`src/dcpp_defines.svh`:
```
// Constants for the downstream charge port power block
`ifndef DCPP_DEFINES_SVH
`define DCPP_DEFINES_SVH
// How it works
// - Each downstream port individually charge-configurable
// - Charging port acknowledges device charging query
// - Never send negative answer; silence means no
// - Port type fixed after configuration completes
// - Charging logic drives charging port power
// - Power asserts once configuration done, held
// - Overcurrent drops power until chip reset
// - After enumeration hub logic owns power
// - Port power feature one: hub owns
// - Port power feature zero: charging logic owns
// - Overcurrent always drops power, any owner
// - Enable register at D0, bit1 is port1
// - Enable bit asserts that port's power
// - Reset input high turns regulator on
// - Reset input low turns regulator off
`define DCPP_CHARGE_PORT_ENABLE_ADDR 8'hD0
`define DCPP_CHARGE_PORT_ENABLE_RESET 8'h00
`define DCPP_FIRST_PORT_BIT 1
`endif

```
`src/dcpp_pkg.sv`:
```
// Types for the downstream charge port power block
package dcpp_pkg;
  typedef enum logic [1:0] {DCPP_CONFIG, DCPP_RUN} dcpp_phase_t;
  typedef struct packed {
    logic [7:0] addr;
    logic [7:0] wdata;
    logic wr;
    logic rd;
  } dcpp_cfg_req_t;
endpackage

```
`src/dcpp_top.sv`:
```
// Downstream charge port power control with enable register
`timescale 1ns/100ps
`include "dcpp_defines.svh"
module dcpp_top
  import dcpp_pkg::*;
#(
  parameter int NUM_PORTS = 3
)
(
  // Clock and reset
  input wire logic sys_clk,
  input wire logic rst_n,
  // Serial configuration register access
  input wire dcpp_cfg_req_t cfg_req,
  input wire logic cfg_load_done,
  output logic [7:0] cfg_rdata,
  // Hub logic per port
  input wire logic [NUM_PORTS-1:0] port_power_feature,
  input wire logic [NUM_PORTS-1:0] hub_power_request,
  // Port pins and charging handshake
  input wire logic [NUM_PORTS-1:0] overcurrent_sense_low,
  input wire logic [NUM_PORTS-1:0] charge_query,
  output logic [NUM_PORTS-1:0] port_power_output,
  output logic [NUM_PORTS-1:0] charge_ack,
  output logic [NUM_PORTS-1:0] overcurrent_latched,
  // Regulator control
  output logic main_3v3_regulator
);
  typedef struct packed {
    dcpp_phase_t phase;
    logic [7:0] charge_port_enable;
    logic [7:0] rdata;
  } dcpp_top_state_t;
  dcpp_top_state_t st;
  dcpp_top_state_t next_st;
  logic cfg_done;

  always_comb begin
    next_st = st;
    next_st.rdata = 8'h00;
    unique case (st.phase)
      DCPP_CONFIG: begin
        // Writes take effect only while configuring, so port type cannot change later
        if (cfg_req.wr && cfg_req.addr == `DCPP_CHARGE_PORT_ENABLE_ADDR) begin
          next_st.charge_port_enable = cfg_req.wdata;
        end
        if (cfg_load_done) begin
          next_st.phase = DCPP_RUN;
        end
      end
      DCPP_RUN: begin
      end
      default: next_st.phase = DCPP_CONFIG;
    endcase
    if (cfg_req.rd && cfg_req.addr == `DCPP_CHARGE_PORT_ENABLE_ADDR) begin
      next_st.rdata = st.charge_port_enable;
    end
  end

  always_ff @(posedge sys_clk or negedge rst_n) begin
    if (!rst_n) begin
      st.phase <= DCPP_CONFIG;
      st.charge_port_enable <= `DCPP_CHARGE_PORT_ENABLE_RESET;
      st.rdata <= 8'h00;
    end else begin
      st <= next_st;
    end
  end

  assign cfg_done = (st.phase == DCPP_RUN);
  assign cfg_rdata = st.rdata;
  // Regulator follows the reset pin directly
  assign main_3v3_regulator = rst_n;

  for (genvar i = 0; i < NUM_PORTS; i++) begin : g_port
    dcpp_port_ctrl u_port (
      .sys_clk(sys_clk),
      .rst_n(rst_n),
      .cfg_done(cfg_done),
      .charge_en(st.charge_port_enable[i + `DCPP_FIRST_PORT_BIT]),
      .port_power_feature(port_power_feature[i]),
      .hub_power_request(hub_power_request[i]),
      .overcurrent_sense_low(overcurrent_sense_low[i]),
      .charge_query(charge_query[i]),
      .port_power_output(port_power_output[i]),
      .charge_ack(charge_ack[i]),
      .overcurrent_latched(overcurrent_latched[i])
    );
  end

  a_type_frozen: assert property (@(posedge sys_clk) disable iff (!rst_n)
    cfg_done |=> $stable(st.charge_port_enable)) else $error("port type changed after configuration");
  a_config_stays: assert property (@(posedge sys_clk) disable iff (!rst_n)
    cfg_done |=> cfg_done) else $error("left run phase");
  a_reg_write: assert property (@(posedge sys_clk) disable iff (!rst_n)
    (!cfg_done && cfg_req.wr && cfg_req.addr == 8'hD0) |=> st.charge_port_enable == $past(cfg_req.wdata))
    else $error("enable write lost");
endmodule

```
`src/dcpp_port_ctrl.sv`:
```
// One downstream port: ownership and overcurrent latch
`timescale 1ns/100ps
`include "dcpp_defines.svh"
module dcpp_port_ctrl
  import dcpp_pkg::*;
(
  // Clock and reset
  input wire logic sys_clk,
  input wire logic rst_n,
  // Control
  input wire logic cfg_done,
  input wire logic charge_en,
  input wire logic port_power_feature,
  input wire logic hub_power_request,
  input wire logic overcurrent_sense_low,
  input wire logic charge_query,
  // Results
  output logic port_power_output,
  output logic charge_ack,
  output logic overcurrent_latched
);
  typedef struct packed {
    logic oc_meta;
    logic oc_sync;
    logic oc_lat;
    logic pwr;
    logic ack;
  } dcpp_port_state_t;
  dcpp_port_state_t st;
  dcpp_port_state_t next_st;

  always_comb begin
    next_st = st;
    // Second stage only feeds logic
    next_st.oc_meta = ~overcurrent_sense_low;
    next_st.oc_sync = st.oc_meta;
    // Latch holds until chip reset
    if (st.oc_sync) begin
      next_st.oc_lat = 1'b1;
    end
    if (st.oc_sync || st.oc_lat) begin
      next_st.pwr = 1'b0;
    end else if (port_power_feature) begin
      next_st.pwr = hub_power_request;
    end else if (charge_en && cfg_done) begin
      next_st.pwr = 1'b1;
    end else begin
      next_st.pwr = 1'b0;
    end
    // Only a positive answer exists; no answer otherwise
    next_st.ack = charge_query && charge_en && cfg_done;
  end

  always_ff @(posedge sys_clk or negedge rst_n) begin
    if (!rst_n) begin
      st <= '0;
    end else begin
      st <= next_st;
    end
  end

  assign port_power_output = st.pwr;
  assign charge_ack = st.ack;
  assign overcurrent_latched = st.oc_lat;

  a_oc_drops_power: assert property (@(posedge sys_clk) disable iff (!rst_n)
    st.oc_lat |=> !port_power_output) else $error("power on after overcurrent latch");
  a_oc_latch_sticks: assert property (@(posedge sys_clk) disable iff (!rst_n)
    st.oc_lat |=> st.oc_lat) else $error("overcurrent latch released");
  a_hub_owns_power: assert property (@(posedge sys_clk) disable iff (!rst_n)
    (port_power_feature && !st.oc_sync && !st.oc_lat) |=> (port_power_output == $past(hub_power_request)))
    else $error("hub request not followed");
  a_charge_owns_power: assert property (@(posedge sys_clk) disable iff (!rst_n)
    (!port_power_feature && charge_en && cfg_done && !st.oc_sync && !st.oc_lat) |=> port_power_output)
    else $error("charging port not powered");
  a_no_negative_ack: assert property (@(posedge sys_clk) disable iff (!rst_n)
    !charge_en |=> !charge_ack) else $error("answer on standard port");
endmodule

```
`config.mk`:
```
export PLATFORM = sky130hd
export DESIGN_NAME = dcpp_top
export DESIGN_NICKNAME = d
export VERILOG_FILES = /design/src/dcpp_pkg.sv /design/src/dcpp_top.sv /design/src/dcpp_port_ctrl.sv
export VERILOG_INCLUDE_DIRS = /design/src
export SDC_FILE = /design/constraint.sdc
export NUM_CORES = 1
export LEC_CHECK = 0
export ABC_CLOCK_PERIOD_IN_PS = 1700
export CORE_MARGIN = 3
export CORE_UTILIZATION = 56
export DETAILED_ROUTE_END_ITERATION = 6
export DONT_BUFFER_PORTS = 1
export PLACE_DENSITY = 0.71
export REMOVE_ABC_BUFFERS = 1
export SETUP_SLACK_MARGIN = 0.15
export SLEW_MARGIN = 5
export SYNTH_ARGS = -nofsm -noshare
export SYNTH_HDL_FRONTEND = slang
export SYNTH_HIERARCHICAL = 1
export SYNTH_SLANG_ARGS = --single-unit
```
`constraint.sdc`:
```
create_clock -name sys_clk -period 1.7 [get_ports sys_clk]
set_input_delay 0.255 -clock sys_clk [delete_from_list [all_inputs] [get_ports sys_clk]]
set_output_delay 0.255 -clock sys_clk [all_outputs]
set_load 0.01 [all_outputs]
```
==> run metrics, run 1 <==
Setup Total Neg Slack 0 ps; dpl hpwl 1270 um; Crit path max-delay family flip-flops; Synth Area in Adders 0; setup bufs post-CTS 0; period utilization 0.707; antenna violations before repair 0; DRT Wirelength 1750 um; count leader, synth dfrtp_1; XOR/XNOR Fraction of Synth Area 0; EDFF count, synth 0; Max Slew Vio Count 0; Slew HR 0.814; met1 global-route usage 0.153; TritonCTS Buffers 5; Mapped Cells 80; crit-path max FO 8; Max Cap Viol 0; clock latency on the worst-skew pair 320 ps; layout cell share with drive strength beyond 1 0.329; r2r endpoint st[11]; drt wl/cell 15.6 um; diodes inserted 0; largest net degree at the start of global routing 33; Hold Crit Class input port to flip-flop; die area 2730 sq um; Area growth syn-to-layout 8.14%; DRC 0; minimum hold slack about 56 ps; met3 Use GR 0.0997; Ports 51; H-Tree Depth 2; vias in the first global route 607; syn_area_per_cell 15.0 sq um; Resized cells post-CTS 0; DRT antenna net count 0; clk_skew around 7.8 ps; CTS Root Cell clkbuf_4; mux contribution to synthesized area 0.0752; Startpoint Class flip-flop; yosys warns 6; status completed; largest family of logic cells by synthesized area simple AND/OR/NAND/NOR gates; Final min period 1200 ps; Seq cells post-synth 32; Die W 52.3 um; Die Height 52.3 um; Mapped Area 1200 sq um; post-synthesis simple-gate area fraction 0.169; routed vias/inst 5.19; clk sinks 32; Buf/Inv on CP 0; CTS tree built; total power 1240 uW; Achievable Freq 832 MHz; Setup WS post-layout ~500 ps; top post-synthesis cells by area dfrtp_1 (67%), mux2_2 (7.5%), buf_4 (5.6%), and2_1 (4.2%), a21oi_2 (2.2%); total global-route track usage 0.151; First DRT Iteration DRCs 2; worst hold path endpoint g_port[0].u_port/port_power_output; Final GP Congestion between 0.6 and 0.7; sequential area share after synthesis 0.668; final hold vios 0; vias 581; async set or reset register ratio after synthesis 1.00; row cnt 16; R2R depth 2; CP peak stage delay 480 ps; Req. time, crit path around 1900 ps; Post-Place Worst Slack 449 ps; R2R setup slack 500 ps; crit path kind flip-flop to flip-flop; hold path startpoint hub_power_request[0]; RSZ-0062 raised after global routing false; Max Root-Sink Buffers 2; commonest cells in the synthesized netlist dfrtp_1 (32), buf_4 (9), and2_1 (8), mux2_2 (8); Max IR drop VDD 0.718 mV; hold depth 2; Synth top area share 0.668; Main synth FF type dfrtp_1; Most Crowded Layer GR met2; Starting Density 0.599; hold_buf cts 5; Compound-Gate Fraction of Synth Area 0.0219; first-pass GRT wire length about 2700 um; post-synth top area cell dfrtp_1; critical path arrival 1410 ps; nets@finish 117; Worst-Margin Slew 277 ps; Pwr per Cell Area 957 nW/um^2; DRT Pass-1 Iters 3; critical-path cell list nand4b_4 -> mux2_2; Core Region 2000 sq um; Synth cell types 15; Final Setup Violations 0; GRT overflow 0; Leak Pwr 0.000651 uW; reg2reg start st[16]; CP endpoint kind flip-flop; Port Buffers 0; met2 Usage GRT 0.222; clock transition at the registers of the reported paths around 100 ps; slowest stage cell, crit path dfrtp_1
state kept, by name, indices dropped and copies added, names as in the netlist:
signal                             cells
g_port.u_port/next_st                  3
g_port.u_port/st                       3
g_port.u_port/port_power_output        3
g_port.u_port/charge_ack               3
cfg_rdata                              8
st                                     9
g_port.u_port/overcurrent_latched      3
per-layer routing:
layer | wire [um] | vias up | part of all wire
li1 | - | 265 | -
met4 | 39 | 0 | 0.022
met3 | 203 | 4 | 0.12
met1 | 660 | 275 | 0.38
met2 | 846 | 37 | 0.48
met5 | 0 | - | 0
per-stage QoR:
step | area (sq um) | instances | utilization
after floorplan | 1130 | 71 | -
after global placement | 1160 | 98 | 0.582
after detailed placement | 1160 | 98 | 0.582
after CTS | 1290 | 111 | 0.643
after global routing | 1300 | 112 | 0.648
final | 1300 | 112 | 0.648
power breakdown:
group	switching, uW	leakage, uW	total, uW	internal [uW]
logic	19.4	0.000200	38.0	18.6
registers	2.05	0.000412	770	768
clock network	236	0.0000380	432	197
layout by cell type (no fill, tap or decap):
| master | count |
|---|---|
| dfrtp_1 | 32 |
| and2_1 | 8 |
| mux2_2 | 8 |
| clkbuf_4 | 5 |
| dlygate4sd3_1 | 5 |
| inv_1 | 3 |
| nand2_1 | 3 |
| nand3b_1 | 3 |
| or2_4 | 3 |
| a21oi_2 | 3 |
| and3_1 | 3 |
| clkinv_2 | 2 |
| and4bb_2 | 1 |
| nor4b_4 | 1 |
| and3_2 | 1 |
| nand4b_4 | 1 |
| or2_2 | 1 |
| clkbuf_8 | 1 |
| buf_12 | 1 |
cell type report:
type                       instances  area (sq um)
tap                               27          33.8
timing repair buffer               6          70.1
fill                             152           706
clock inverter                     2          10.0
sequential                        32           801
clock buffer                       6          51.3
inverter                           3          11.3
multi-input combinational         36           319
worst max path at each step:
stage,from,depth (start not counted),end,slack [ps]
finish,st[16],2,st[11],500
global route,st[16],2,st[14],420
CTS,st[16],2,st[14],480
detailed placement,cfg_req[11],3,st[11],450
global placement,cfg_req[11],3,st[9],470
floorplan,cfg_req[11],3,st[10],530
logic make-up (layout without fill, tap and decap cells):
kind of cell,after synthesis,after routing
compound gates,3,3
flops,32,32
mux,8,8
simple gates,25,25
buf+inv,12,17
Power figures use the tool's default switching activity.
==> inputs of run 2 (changes only) <==
--- a/config.mk
+++ b/config.mk
@@ -6,7 +6,7 @@
 export SDC_FILE = /design/constraint.sdc
 export NUM_CORES = 1
 export LEC_CHECK = 0
-export ABC_CLOCK_PERIOD_IN_PS = 1700
+export ABC_CLOCK_PERIOD_IN_PS = 1200
 export CORE_MARGIN = 3
 export CORE_UTILIZATION = 56
 export DETAILED_ROUTE_END_ITERATION = 6
==> constraint.sdc (replaced) <==
create_clock -name sys_clk -period 1.2 [get_ports sys_clk]
set_input_delay 0.18 -clock sys_clk [delete_from_list [all_inputs] [get_ports sys_clk]]
set_output_delay 0.18 -clock sys_clk [all_outputs]
set_load 0.01 [all_outputs]
==> run 2 against run 1 <==
Effect of this change:
- combinational power increased by 140%
- count of clock-buffer cells in the layout unchanged
- non-clock buffer count increased by 15
- highest routed layer unchanged
- register-to-register slack got worse by 390 ps
- first-iteration DRC count decreased by 100%
- core utilization increased by 6.6 points
==> run metrics, run 2 (synthesis gave the netlist of run 1 again) <==
H-Tree Depth 2 (unchanged); Finished Cell Area 1430 sq um (+10%); CTS tree built; Final Setup Violations 0 (unchanged); Storage cell area 801 sq um (unchanged); clk sinks 32 (unchanged); R2R setup slack 110 ps (-390 ps); hold path startpoint charge_query[0]; hold depth 1 (-1); Crit path max-delay family flip-flops; DRT antenna net count 0 (unchanged); nets@finish 132 (+13%); CP endpoint kind flip-flop; commonest cells after routing, fill and taps aside dfrtp_1 (32), dlygate4sd3_1 (19), and2_1 (8), mux2_2 (8), clkbuf_4 (5); Startpoint Class flip-flop; Die Height 52.3 um (unchanged); Post-DP Area 1170 sq um (+0.64%); Fillers 130 (-14%); worst hold path endpoint g_port[0].u_port/charge_ack; first-pass GRT wire length 2950 um (+11%); CTS Root Cell clkbuf_4; DRC 0 (unchanged); critical path arrival 1300 ps (-110 ps); Req. time, crit path 1400 ps (-510 ps); max reg flops 9 (unchanged); DRT Wirelength 1930 um (+10%); clock latency on the worst-skew pair 320 ps (about the same); setup bufs post-CTS 0 (unchanged); reg2reg start st[16]; crit path kind flip-flop to flip-flop; R2R depth 2 (unchanged); period utilization 0.911 (+0.204); CP peak stage delay 400 ps (-80 ps); Core Region 2000 sq um (unchanged); crit-path max FO 8 (unchanged); Max Slew Vio Count 0 (unchanged); TritonCTS Buffers 5 (unchanged); vias 633 (+9.0%); diodes inserted 0 (unchanged); Core Util, Final 0.714 (+0.0663); antenna violations before repair 0 (unchanged); Max Cap Viol 0 (unchanged); commonest non-fill, non-tap cell in the layout dfrtp_1; Worst-Margin Slew 285 ps (+7.38 ps); Starting Density 0.599 (unchanged); vias in the first global route 654 (+7.7%); RSZ-0062 raised after global routing true; Max Root-Sink Buffers 2 (unchanged); Hold Crit Class input port to flip-flop; largest net degree at the start of global routing 33 (unchanged); DRT Pass-1 Iters 1 (-2); clock transition at the registers of the reported paths 90 ps (about the same); slowest stage cell, crit path dfrtp_1; die area 2730 sq um (unchanged); critical-path cell list nand4b_4 -> mux2_2; GRT overflow 0 (unchanged); row cnt 16 (unchanged); Final GP Congestion 0.658 (-0.59%); total global-route track usage 0.162 (+0.0113); Area growth syn-to-layout 19.2%; Slew HR 0.810 (-0.00494); drt wl/cell 15.3 um (-1.9%); Ports 51 (unchanged); Die W 52.3 um (unchanged); Leak Pwr 0.000703 uW (+8.1%); routed vias/inst 5.02 (-3.2%); Final min period 1090 ps (-109 ps); Achievable Freq 915 MHz (+9.9%); status completed; Multi-input gate area 319 sq um (unchanged); Pwr per Cell Area 1200 nW/um^2 (+26%); Max IR drop VDD 0.756 mV (+5.4%); r2r endpoint st[8]; Setup crit start st[16]; Biggest register st; Buf/Inv on CP 0 (unchanged); dpl hpwl 1310 um (+3.6%); layout cell share with drive strength beyond 1 0.273 (-0.0567); clk_skew 5.49 ps (-2.32 ps); Port Buffers 0 (unchanged); First DRT Iteration DRCs 0 (-2); final hold vios 0 (unchanged)
-- run 2: worst max path at each step --
stage	to	slack (ps)	cells after the start
floorplan	st[10]	100	3
global placement	st[9]	50	3
detailed placement	st[8]	-0.02	3
CTS	st[8]	80	2
global route	st[8]	60	2
finish	st[8]	110	2
-- run 2: worst reg2reg max path: stages (launching register included) --
cell	delay, ps
dfrtp_1	400
nand4b_4	260
mux2_2	320
-- run 2: what timing repair did --
action,in CTS,in global routing
gates resized for setup,0,0
hold endpoints to repair,45,2
cloned,0,0
hold buffers,18,2
setup endpoints to repair,8,8
-- run 2: per-stage QoR --
step	power [uW]	instances	worst slack, ps	TNS, ps	hold slack [ps]
global placement	1130	99	47.2	0	-115
floorplan	1130	71	100	0	-116
finish	1720	126	107	0	22.0
global route	1800	126	59.4	0	3.17
detailed placement	1130	99	-0.0167	-0.0167	-115
CTS	1730	124	81.0	0	5.36
-- run 2: final cells by class --
class | count | share of cell area
clock buffer | 6 | 0.0289
clock inverter | 1 | 0.00350
inverter | 3 | 0.00788
multi-input combinational | 36 | 0.223
sequential | 32 | 0.560
tap | 27 | 0.0236
timing repair buffer | 21 | 0.152
-- run 2: metal layers --
metal  wire length, um  vias up  global-route usage
li1                  -      294                   -
met1               727      295               0.158
met2               973       37               0.274
met3               192        7              0.0912
met4                37        0              0.0766
met5                 0        -                   0
-- run 2: report_power, final --
group          switching (uW)  internal, uW  leakage [uW]
Combinational            34.4          56.4      0.000263
Sequential               3.04          1090      0.000412
Clock                     319           215     0.0000281
Total                     356          1360      0.000703
